### src/inc/hpcr_pkg.sv
// Constants and types shared by the hub power and port configuration registers
package hpcr_pkg;

    ////////////////////////////////////////////////////////////////////////////
    // Register offsets, byte-wide configuration space
    localparam logic [7:0] HPCR_OFS_BP_PORT_DIS   = 8'h0b;
    localparam logic [7:0] HPCR_OFS_SP_MAX_PWR    = 8'h0c;
    localparam logic [7:0] HPCR_OFS_BP_MAX_PWR    = 8'h0d;
    localparam logic [7:0] HPCR_OFS_SP_CTRL_CUR   = 8'h0e;
    localparam logic [7:0] HPCR_OFS_BP_CTRL_CUR   = 8'h0f;

    ////////////////////////////////////////////////////////////////////////////
    // Reset values
    localparam logic [7:0] HPCR_RST_BP_PORT_DIS   = 8'h00;
    localparam logic [7:0] HPCR_RST_SP_MAX_PWR    = 8'h00;
    localparam logic [7:0] HPCR_RST_BP_MAX_PWR    = 8'h00;
    localparam logic [7:0] HPCR_RST_SP_CTRL_CUR   = 8'h00;
    localparam logic [7:0] HPCR_RST_BP_CTRL_CUR   = 8'h00;

    ////////////////////////////////////////////////////////////////////////////
    // Port disable field: one flag per downstream port, bits 4..1
    localparam int         HPCR_NUM_PORTS         = 4;
    localparam int         HPCR_PORT_LSB          = 1;
    localparam int         HPCR_PORT_MSB          = 4;
    localparam logic [7:0] HPCR_PORT_DIS_MASK     = 8'h1e;
    localparam logic [7:0] HPCR_RDATA_IDLE        = 8'h00;

    ////////////////////////////////////////////////////////////////////////////
    // Strap decode under the internal default configuration
    localparam logic [1:0] HPCR_STRAP_NONE        = 2'h0;
    localparam logic [1:0] HPCR_STRAP_P4          = 2'h1;
    localparam logic [1:0] HPCR_STRAP_P43         = 2'h2;
    localparam logic [1:0] HPCR_STRAP_P432        = 2'h3;
    localparam logic [3:0] HPCR_DIS_NONE          = 4'h0;
    localparam logic [3:0] HPCR_DIS_P4            = 4'h8;
    localparam logic [3:0] HPCR_DIS_P43           = 4'hc;
    localparam logic [3:0] HPCR_DIS_P432          = 4'he;

    typedef logic [HPCR_NUM_PORTS-1:0] hpcr_port_mask_t;

endpackage : hpcr_pkg

### src/inc/hpcr_port_if.sv
// Carrier between the register bank and the downstream port gate
`timescale 1ns/100ps
interface hpcr_port_if;
    import hpcr_pkg::*;
    hpcr_port_mask_t disable_mask;
    hpcr_port_mask_t enable_req;
    hpcr_port_mask_t disable_req;
    hpcr_port_mask_t port_enabled;

    modport ctrl (
        output disable_mask,
        output enable_req,
        output disable_req,
        input  port_enabled
    );
    modport gate (
        input  disable_mask,
        input  enable_req,
        input  disable_req,
        output port_enabled
    );
endinterface : hpcr_port_if

### src/hpcr_port_gate.sv
// Per-port enable state that the upstream host drives, gated by the disable mask
`timescale 1ns/100ps
module hpcr_port_gate
    import hpcr_pkg::*;
(
    input  wire logic  sys_clk,
    input  wire logic  srst,
    hpcr_port_if.gate  pif
);

    hpcr_port_mask_t en_q;
    hpcr_port_mask_t en_d;

    ////////////////////////////////////////////////////////////////////////////
    // Next enable per port; a disabled port can never come up
    for (genvar p = 0; p < HPCR_NUM_PORTS; p++) begin : g_port
        always_comb begin
            if (pif.disable_mask[p]) begin
                en_d[p] = 1'b0;                           // [RQ3]
            end else if (pif.enable_req[p]) begin
                en_d[p] = 1'b1;
            end else if (pif.disable_req[p]) begin
                en_d[p] = 1'b0;
            end else begin
                en_d[p] = en_q[p];
            end
        end
    end

    // Register stage
    always_ff @(posedge sys_clk) begin
        if (srst) begin
            en_q <= '0;
        end else begin
            en_q <= en_d;
        end
    end

    assign pif.port_enabled = en_q;

endmodule : hpcr_port_gate

### src/hpcr_regs.sv
// Hub power and bus-powered port disable configuration register bank
//
// Operation
// RQ1: One disable flag per port, bits 4..1
// RQ2: Bits 7, 6, 5, 0 always read zero
// RQ3: Bus-powered flagged ports stay disabled, never enumerated
// RQ4: Loader disables contiguous ports descending from 4
// RQ5: Internal default config takes disables from straps
// RQ6: Self-powered hub max power, 2 mA units
// RQ7: Bus-powered hub max power, 2 mA units
// RQ8: Self-powered controller current, excludes embedded peripheral
// RQ9: Bus-powered controller current, excludes embedded peripheral
// RQ10: Loader keeps self-powered values at 100 mA max
// RQ11: All five registers reset to zero
// RQ12: Report values matching present powering mode
`timescale 1ns/100ps
module hpcr_regs
    import hpcr_pkg::*;
(
    input  wire logic                      sys_clk,
    input  wire logic                      srst,
    // Configuration load port (EEPROM loader or SMBus slave)
    input  wire logic                      cfg_wr,
    input  wire logic                      cfg_rd,
    input  wire logic [7:0]                cfg_addr,
    input  wire logic [7:0]                cfg_wdata,
    output logic      [7:0]                cfg_rdata_q,
    output logic                           cfg_rvalid_q,
    // Hub operating context
    input  wire logic                      self_powered,
    input  wire logic                      default_config_sel,
    input  wire logic [1:0]                port_disable_straps,
    // Upstream host port control
    input  wire logic [HPCR_NUM_PORTS-1:0] host_port_enable_req,
    input  wire logic [HPCR_NUM_PORTS-1:0] host_port_disable_req,
    output logic      [HPCR_NUM_PORTS-1:0] port_enabled,
    output logic      [HPCR_NUM_PORTS-1:0] port_disabled_q,
    // Values reported in the upstream descriptors
    output logic      [7:0]                rpt_max_power_q,
    output logic      [7:0]                rpt_ctrl_current_q,
    // Status
    output logic                           disable_pattern_err_q
);

    ////////////////////////////////////////////////////////////////////////////
    // Register storage
    logic [7:0]      bus_powered_port_disable_q;
    logic [7:0]      bus_powered_port_disable_d;
    logic [7:0]      self_powered_max_power_q;
    logic [7:0]      self_powered_max_power_d;
    logic [7:0]      bus_powered_max_power_q;
    logic [7:0]      bus_powered_max_power_d;
    logic [7:0]      self_powered_controller_current_q;
    logic [7:0]      self_powered_controller_current_d;
    logic [7:0]      bus_powered_controller_current_q;
    logic [7:0]      bus_powered_controller_current_d;

    // Read path
    logic [7:0]      cfg_rdata_d;
    logic            cfg_rvalid_d;

    // Derived control and reporting
    hpcr_port_mask_t strap_mask;
    hpcr_port_mask_t reg_mask;
    hpcr_port_mask_t port_disabled_d;
    logic [7:0]      rpt_max_power_d;
    logic [7:0]      rpt_ctrl_current_d;
    logic            disable_pattern_err_d;

    hpcr_port_if     pif ();

    ////////////////////////////////////////////////////////////////////////////
    // Legal disable sets are empty or a run of ones ending at port 4
    function automatic logic hpcr_is_legal_mask(input hpcr_port_mask_t m);
        logic            ok;
        hpcr_port_mask_t therm;
        ok    = 1'b0;
        therm = '0;
        for (int k = HPCR_NUM_PORTS - 1; k >= -1; k--) begin
            if (m == therm) begin
                ok = 1'b1;
            end
            if (k >= 0) begin
                therm[k] = 1'b1;
            end
        end
        return ok;
    endfunction : hpcr_is_legal_mask

    ////////////////////////////////////////////////////////////////////////////
    // Register write decode; reserved bits are dropped on the way in
    always_comb begin
        bus_powered_port_disable_d        = bus_powered_port_disable_q;
        self_powered_max_power_d          = self_powered_max_power_q;
        bus_powered_max_power_d           = bus_powered_max_power_q;
        self_powered_controller_current_d = self_powered_controller_current_q;
        bus_powered_controller_current_d  = bus_powered_controller_current_q;
        if (cfg_wr) begin
            unique case (cfg_addr)
                HPCR_OFS_BP_PORT_DIS: begin
                    bus_powered_port_disable_d = cfg_wdata & HPCR_PORT_DIS_MASK; // [RQ1] [RQ2]
                end
                HPCR_OFS_SP_MAX_PWR: begin
                    self_powered_max_power_d = cfg_wdata;                      // [RQ6]
                end
                HPCR_OFS_BP_MAX_PWR: begin
                    bus_powered_max_power_d = cfg_wdata;                       // [RQ7]
                end
                HPCR_OFS_SP_CTRL_CUR: begin
                    self_powered_controller_current_d = cfg_wdata;             // [RQ8]
                end
                HPCR_OFS_BP_CTRL_CUR: begin
                    bus_powered_controller_current_d = cfg_wdata;              // [RQ9]
                end
                // Unmapped offsets belong to other banks; ignored here
                default: begin
                end
            endcase
        end
    end

    // Register stage, all cleared by reset
    always_ff @(posedge sys_clk) begin
        if (srst) begin
            bus_powered_port_disable_q        <= HPCR_RST_BP_PORT_DIS;    // [RQ11]
            self_powered_max_power_q          <= HPCR_RST_SP_MAX_PWR;     // [RQ11]
            bus_powered_max_power_q           <= HPCR_RST_BP_MAX_PWR;     // [RQ11]
            self_powered_controller_current_q <= HPCR_RST_SP_CTRL_CUR;    // [RQ11]
            bus_powered_controller_current_q  <= HPCR_RST_BP_CTRL_CUR;    // [RQ11]
        end else begin
            bus_powered_port_disable_q        <= bus_powered_port_disable_d;
            self_powered_max_power_q          <= self_powered_max_power_d;
            bus_powered_max_power_q           <= bus_powered_max_power_d;
            self_powered_controller_current_q <= self_powered_controller_current_d;
            bus_powered_controller_current_q  <= bus_powered_controller_current_d;
        end
    end

    ////////////////////////////////////////////////////////////////////////////
    // Read mux; answers one cycle after the strobe, unmapped reads as zero
    always_comb begin
        cfg_rvalid_d = cfg_rd;
        cfg_rdata_d  = HPCR_RDATA_IDLE;
        if (cfg_rd) begin
            unique case (cfg_addr)
                HPCR_OFS_BP_PORT_DIS: begin
                    cfg_rdata_d = bus_powered_port_disable_q & HPCR_PORT_DIS_MASK; // [RQ2]
                end
                HPCR_OFS_SP_MAX_PWR: begin
                    cfg_rdata_d = self_powered_max_power_q;
                end
                HPCR_OFS_BP_MAX_PWR: begin
                    cfg_rdata_d = bus_powered_max_power_q;
                end
                HPCR_OFS_SP_CTRL_CUR: begin
                    cfg_rdata_d = self_powered_controller_current_q;
                end
                HPCR_OFS_BP_CTRL_CUR: begin
                    cfg_rdata_d = bus_powered_controller_current_q;
                end
                default: begin
                    cfg_rdata_d = HPCR_RDATA_IDLE;
                end
            endcase
        end
    end

    // Read data register; data returns to idle when no read is pending
    always_ff @(posedge sys_clk) begin
        if (srst) begin
            cfg_rdata_q  <= HPCR_RDATA_IDLE;
            cfg_rvalid_q <= 1'b0;
        end else begin
            cfg_rdata_q  <= cfg_rdata_d;
            cfg_rvalid_q <= cfg_rvalid_d;
        end
    end

    ////////////////////////////////////////////////////////////////////////////
    // Strap decode; each code extends the disabled run down from port 4
    always_comb begin
        unique case (port_disable_straps)
            HPCR_STRAP_NONE: strap_mask = HPCR_DIS_NONE;                  // [RQ5]
            HPCR_STRAP_P4:   strap_mask = HPCR_DIS_P4;                    // [RQ5]
            HPCR_STRAP_P43:  strap_mask = HPCR_DIS_P43;                   // [RQ5]
            HPCR_STRAP_P432: strap_mask = HPCR_DIS_P432;                  // [RQ5]
        endcase
    end

    assign reg_mask = bus_powered_port_disable_q[HPCR_PORT_MSB:HPCR_PORT_LSB]; // [RQ1]

    ////////////////////////////////////////////////////////////////////////////
    // Effective disable mask; the bus-powered set only acts when bus-powered.
    // Self-powered disables live in a neighbouring bank, so they are not
    // applied here unless the straps are in charge.
    always_comb begin
        if (default_config_sel) begin
            port_disabled_d = strap_mask;                                 // [RQ5]
        end else if (!self_powered) begin
            port_disabled_d = reg_mask;                                   // [RQ3]
        end else begin
            port_disabled_d = '0;
        end
    end

    ////////////////////////////////////////////////////////////////////////////
    // Reported figures follow the present powering mode
    always_comb begin
        if (self_powered) begin
            rpt_max_power_d    = self_powered_max_power_q;                // [RQ12] [RQ6]
            rpt_ctrl_current_d = self_powered_controller_current_q;       // [RQ12] [RQ8]
        end else begin
            rpt_max_power_d    = bus_powered_max_power_q;                 // [RQ12] [RQ7]
            rpt_ctrl_current_d = bus_powered_controller_current_q;        // [RQ12] [RQ9]
        end
    end

    // Flag a stored pattern the loader should not have written; no repair,
    // the ports still follow the register exactly as written
    assign disable_pattern_err_d = !hpcr_is_legal_mask(reg_mask);         // [RQ4]

    // Register stage for control outputs
    always_ff @(posedge sys_clk) begin
        if (srst) begin
            port_disabled_q       <= '0;
            rpt_max_power_q       <= HPCR_RST_SP_MAX_PWR;
            rpt_ctrl_current_q    <= HPCR_RST_SP_CTRL_CUR;
            disable_pattern_err_q <= 1'b0;
        end else begin
            port_disabled_q       <= port_disabled_d;
            rpt_max_power_q       <= rpt_max_power_d;
            rpt_ctrl_current_q    <= rpt_ctrl_current_d;
            disable_pattern_err_q <= disable_pattern_err_d;
        end
    end

    ////////////////////////////////////////////////////////////////////////////
    // Port gate; fed from the next and the registered mask together so a host request cannot slip
    // through during the cycle the mask changes
    assign pif.disable_mask = port_disabled_d | port_disabled_q;          // [RQ3]
    assign pif.enable_req   = host_port_enable_req;
    assign pif.disable_req  = host_port_disable_req;
    assign port_enabled     = pif.port_enabled;

    hpcr_port_gate u_gate (
        .sys_clk (sys_clk),
        .srst    (srst),
        .pif     (pif.gate)
    );

endmodule : hpcr_regs

### config.mk
export PLATFORM = sky130hd
export DESIGN_NAME = hpcr_regs
export DESIGN_NICKNAME = d
export VERILOG_FILES = /design/src/inc/hpcr_pkg.sv /design/src/inc/hpcr_port_if.sv /design/src/hpcr_port_gate.sv /design/src/hpcr_regs.sv
export SDC_FILE = /design/constraint.sdc
export NUM_CORES = 1
export LEC_CHECK = 0
export ABC_AREA = 1
export CAP_MARGIN = 40
export CORE_MARGIN = 3
export CORE_UTILIZATION = 45
export CTS_CLUSTER_DIAMETER = 150
export DETAILED_ROUTE_END_ITERATION = 8
export DONT_BUFFER_PORTS = 1
export SYNTH_ARGS = -nofsm -noshare
export SYNTH_HDL_FRONTEND = slang
export SYNTH_SLANG_ARGS = --single-unit
### constraint.sdc
create_clock -name sys_clk -period 1.9 [get_ports sys_clk]
set_input_delay 0.095 -clock sys_clk [delete_from_list [all_inputs] [get_ports sys_clk]]
set_output_delay 0.095 -clock sys_clk [all_outputs]
set_load 0.05 [all_outputs]
After elaboration in Yosys (flattened, before gate mapping):

Cells that the tools add are included.

* bits in registers: 70
* input bits: 32
* word-level logic and storage cells: 65

* equality and inequality tests: 12
* multiplexer cells: 19
* bitwise logic cells: 2
* reductions and logical operators: 17

Operators with widths (number)
* == test 8 x 4 -> 1 bit, second input constant: 5
* one-hot mux 8 bit (5 select lines): 1
* == test 4 bit, second input constant: 4
* two-way mux 8 bit: 2
* one-hot mux 4 bit (4 select lines): 1
* two-way mux 1 bit: 13
* AND reduction 2 bit: 5
* OR reduction 2 bit: 5
* two-way mux 4 bit: 2
* nonzero test 2 bit: 4
* == test 2 bit, second input constant: 2
* zero test 4 bit: 1
* OR 4 bit: 1
* == test 2 x 1 -> 1 bit, second input constant: 1
* zero test 2 bit: 1
* zero test 1 bit: 1
* inverter 1 bit: 1

Logic depth before layout (Yosys ltp):

* depth after elaboration: 7
* depth in mapped cells: 8
* mapped depth without buffers: 7

Hierarchy:

From an unflattened synthesis, not the netlist that was laid out.

* cell total of the unflattened synthesis: 381
* area total of the unflattened synthesis: 3017.9 um^2

Modules (own cells, without submodules)
* hpcr_regs: times used 1, cells an instance 352, area an instance 2824.0 um^2, sequential area each 1321.3 um^2
* hpcr_port_gate: times used 1, cells an instance 29, area an instance 193.9 um^2, sequential area each 80.1 um^2

Least setup slack after synthesis:

OpenSTA, ideal clock, no wires.

* path type: register -> register
* start point: register u_gate.pif.port_enabled[0] (netlist name)
* end point: register u_gate.en_q[0], in the netlist u_gate.pif.port_enabled[0]
* library setup time: 0.092 ns
* arrival: 0.927 ns
* data required time: 1.808 ns
* path slack: 0.880 ns
* stages on the path, launching flop included: 3
* path through: dfxtp_1 a21oi_1 nor4_1

RTL lines
* to (signal assigned): line hpcr_port_gate.sv:35 `en_q <= en_d;`
* to (decl): line hpcr_port_gate.sv:11 `hpcr_port_mask_t en_q;`

Final worst setup path:

* start point: input self_powered
* end point: register port_disabled_q[1]

* longest elaborated chain between the ends: 2

RTL lines
* from (decl): line hpcr_regs.sv:30 `input wire logic self_powered,`
* two-way mux 4 bit: line hpcr_regs.sv:199 `end else if (!self_powered) begin`
* two-way mux 4 bit: line hpcr_regs.sv:197 `if (default_config_sel) begin`
* to (signal assigned): line hpcr_regs.sv:230 `port_disabled_q <= port_disabled_d;`
* to (decl): line hpcr_regs.sv:37 `output logic [HPCR_NUM_PORTS-1:0] port_disabled_q,`

No other way between the ends.
A chain may end at the register's enable or synchronous reset.

==> run metrics <==
status completed; Initial Util 47.8%; Final period util 91.0%; global-route wire length before repair 11,600 um; CTS Root Cell clkbuf_8; dpl cells 420; XOR/XNOR Fraction of Synth Area 0%; Crit. End Element register; WP data arrival 1.97 ns; Site Rows 28; Routed WL per cell 15.2 um; multiplexer share of the synthesized area 0%; max_slew headroom 51.8%; Worst Path Max Fanout 21; chip width 86.5 um; Synth Instances 354; syn_area_per_cell 8.23 sq um; DRC viols 0; Die Ht 86.5 um; grt ovf 0; gpl congestion 0.808; RSZ-0062 raised after global routing false; DRT antenna net count 0; post-synthesis compound-gate area fraction 21.6%; Via Count 2,389; VDD IR max 699 uV; top cells by area, synth dfxtp_1, a21oi_1, o21ai_0, inv_1, nand3_1; CP Cell Sequence dlygate4sd3_1, o32ai_1, dlygate4sd3_1, inv_1, nor2_1; cell count along the critical path 5; GRT Overall Usage 20.0%; final net count 412; number of global-route vias before repair 2,407; crit start category input port; Synth top area share 48.1%; clk_lat worst skew 0.35 ns; critical setup path kind input port to register; reg-to-reg endpoint u_gate.pif.port_enabled[2]$_SDFFE_PP0P_; largest net degree at the start of global routing 31; CTS tree built; proportion of layout cells with a drive suffix above 1 13.0%; register bit total from synthesis 70; synth warn 0; hpwl dp 4610 um; post_cts resized 0; TritonRoute pass-1 iters 4; Total Wirelength 6990 um; distinct cell type count after synthesis 27; Buf/Inv on CP 3; leading area contributor after synthesis dfxtp_1; synthesized cell area 2910 sq um; Leak 1.27 nW; Final Slew Violations 0; non-filler cells, final 460; Hold Fails Final Rpt 0; initial antenna violation count 0; Reg2Reg Depth 3; Antenna Cells 0; post-synth net total 386; H-tree levels 3; Crit path largest cell delay 1.00 ns; Final Setup Violations 0; core area 6100 sq um; Num CTS Buffers 9; CP required 2.14 ns; Power per Cell Area 888 nW/um^2; io pins 66; f_max 578 MHz; Die Area 7470 sq um; combinational family with the most area after synthesis compound AO/OA/AOI/OAI gates; sequential-to-total area share from yosys stat 48.1%; adder-cell share of the synthesized area 0%; 1st-iter DRT viols 146; Via density 5.19; Setup crit start self_powered; cell family with most CP delay buffers and inverters; Sum Neg Setup Slack 0 ns; worst r2r src u_gate.pif.port_enabled[2]$_SDFFE_PP0P_; worst hold path class input port to register; CTS max path bufs 2; worst setup path end port_disabled_q[1]$_SDFF_PP0_; port bufs 0; Simple-Gate Fraction of Synth Area 20.6%; flop2flop setup slack 0.27 ns; Max stage delay cell, worst path dlygate4sd3_1; min Tclk post-route 1.73 ns; synthesis-to-finish area growth 16.6%; clock skew 0.00721 ns; clk slew on worst S/H paths 0.07 ns; MaxCap Viol Count 0; CP most frequent cell dlygate4sd3_1; worst-margin pin slew 0.721 ns; CTS Sinks 70
## cell type report
| type | count | area (sq um) |
|---|---|---|
| clock buffer | 11 | 151 |
| multi-input combinational | 221 | 1230 |
| tap | 75 | 93.8 |
| fill | 580 | 2700 |
| timing repair buffer | 30 | 285 |
| clock inverter | 5 | 57.6 |
| sequential | 70 | 1400 |
| inverter | 48 | 180 |
## cell usage after synthesis
master,count
dfxtp_1,70
a21oi_1,48
o21ai_0,47
inv_1,46
nand3_1,31
nor2_1,30
nand2_1,16
o21ai_2,10
nor3_1,9
clkbuf_1,8
o21ai_1,8
nor2_4,5
nand3_4,4
nor4_1,4
buf_6,3
buf_4,2
inv_2,2
nand2_4,2
a21oi_2,1
buf_12,1
buf_2,1
nand2_2,1
nand2_8,1
nor2_2,1
nor2_8,1
o211ai_1,1
o32ai_1,1
## logic make-up (layout without fill, tap and decap cells)
kind of cell,count (synthesis),in the layout
AO/OA/AOI/OAI,116,116
buffers and inverters,63,94
flip-flops,70,70
AND/OR/NAND/NOR,105,105
## through the flow
step / worst slack (ns) / cell area [sq um] / hold WS [ns] / utilization [%] / power, mW
after floorplan: 0.880 / 2910 / 0.174 / - / 1.72
after global placement: 0.584 / 2950 / 0.167 / 48.4 / 1.74
after detailed placement: 0.552 / 2950 / 0.169 / 48.4 / 1.74
after CTS: 0.170 / 3400 / 0.00642 / 55.7 / 3.04
after global routing: 0.0408 / 3400 / 0.0306 / 55.7 / 3.12
final: 0.170 / 3400 / 0.0254 / 55.7 / 3.02
## how the worst min path moves through the flow
stage	start	to	slack (ns)	depth (start not counted)
global route	cfg_wr	self_powered_controller_current_q[0]$_SDFFE_PP0P_	0.03	2
floorplan	default_config_sel	port_disabled_q[0]$_SDFF_PP0_	0.17	1
finish	cfg_wr	self_powered_controller_current_q[0]$_SDFFE_PP0P_	0.03	2
detailed placement	srst	port_disabled_q[2]$_SDFF_PP0_	0.17	1
CTS	cfg_wr	self_powered_controller_current_q[0]$_SDFFE_PP0P_	0.006	2
global placement	srst	port_disabled_q[2]$_SDFF_PP0_	0.17	1
## where the power goes
part	switching, mW	leakage, nW	internal (mW)
clock network	0.569	0.0976	0.675
registers	0.0784	0.568	1.49
logic	0.129	0.601	0.0743
## repair_timing
| action | 4_1_cts | 5_1_grt |
|---|---|---|
| hold buffers | 24 | 0 |
| endpoints found under the hold margin | 54 | 0 |
| setup buffers | 0 | 0 |
## state kept, by name, indices dropped and copies added, names as in the netlist
name                               cells
bus_powered_controller_current_q       8
bus_powered_max_power_q                8
bus_powered_port_disable_q             4
cfg_rdata_q                            8
cfg_rvalid_q                           1
disable_pattern_err_q                  1
port_disabled_q                        4
rpt_ctrl_current_q                     8
rpt_max_power_q                        8
self_powered_controller_current_q      8
self_powered_max_power_q               8
u_gate.pif.port_enabled                4
## cells in the final DEF, fill, tap and decap left out
master | netlist | layout
inv_1 | 46 | 46
nor2_8 | 1 | 1
o21ai_1 | 8 | 8
buf_4 | 2 | 6
o32ai_1 | 1 | 1
clkbuf_8 | 0 | 11
nor4_1 | 4 | 4
o21ai_2 | 10 | 10
inv_2 | 2 | 2
nor2_4 | 5 | 5
nand2_4 | 2 | 2
clkinv_2 | 0 | 1
dlygate4sd3_1 | 0 | 24
o211ai_1 | 1 | 1
a21oi_1 | 48 | 48
nor2_2 | 1 | 1
nand2_2 | 1 | 1
nor3_1 | 9 | 9
nand3_4 | 4 | 4
bufinv_16 | 0 | 1
nand2_8 | 1 | 1
nor2_1 | 30 | 30
o21ai_0 | 47 | 47
a21oi_2 | 1 | 1
nand2_1 | 16 | 16
clkinvlp_4 | 0 | 3
nand3_1 | 31 | 31
dfxtp_1 | 70 | 70
## per-layer routing
metal  wire [um]  vias to the layer above  track usage [%]  part of all wire (%)
met5           0                        -                0                     0
met4         107                        0             7.08                   1.5
met2        3320                       79             33.2                    47
met3         554                       13             6.75                   7.9
li1            -                     1239                -                     -
met1        3010                     1058             24.1                    43
No activity file was read; power rests on OpenSTA's default activity.
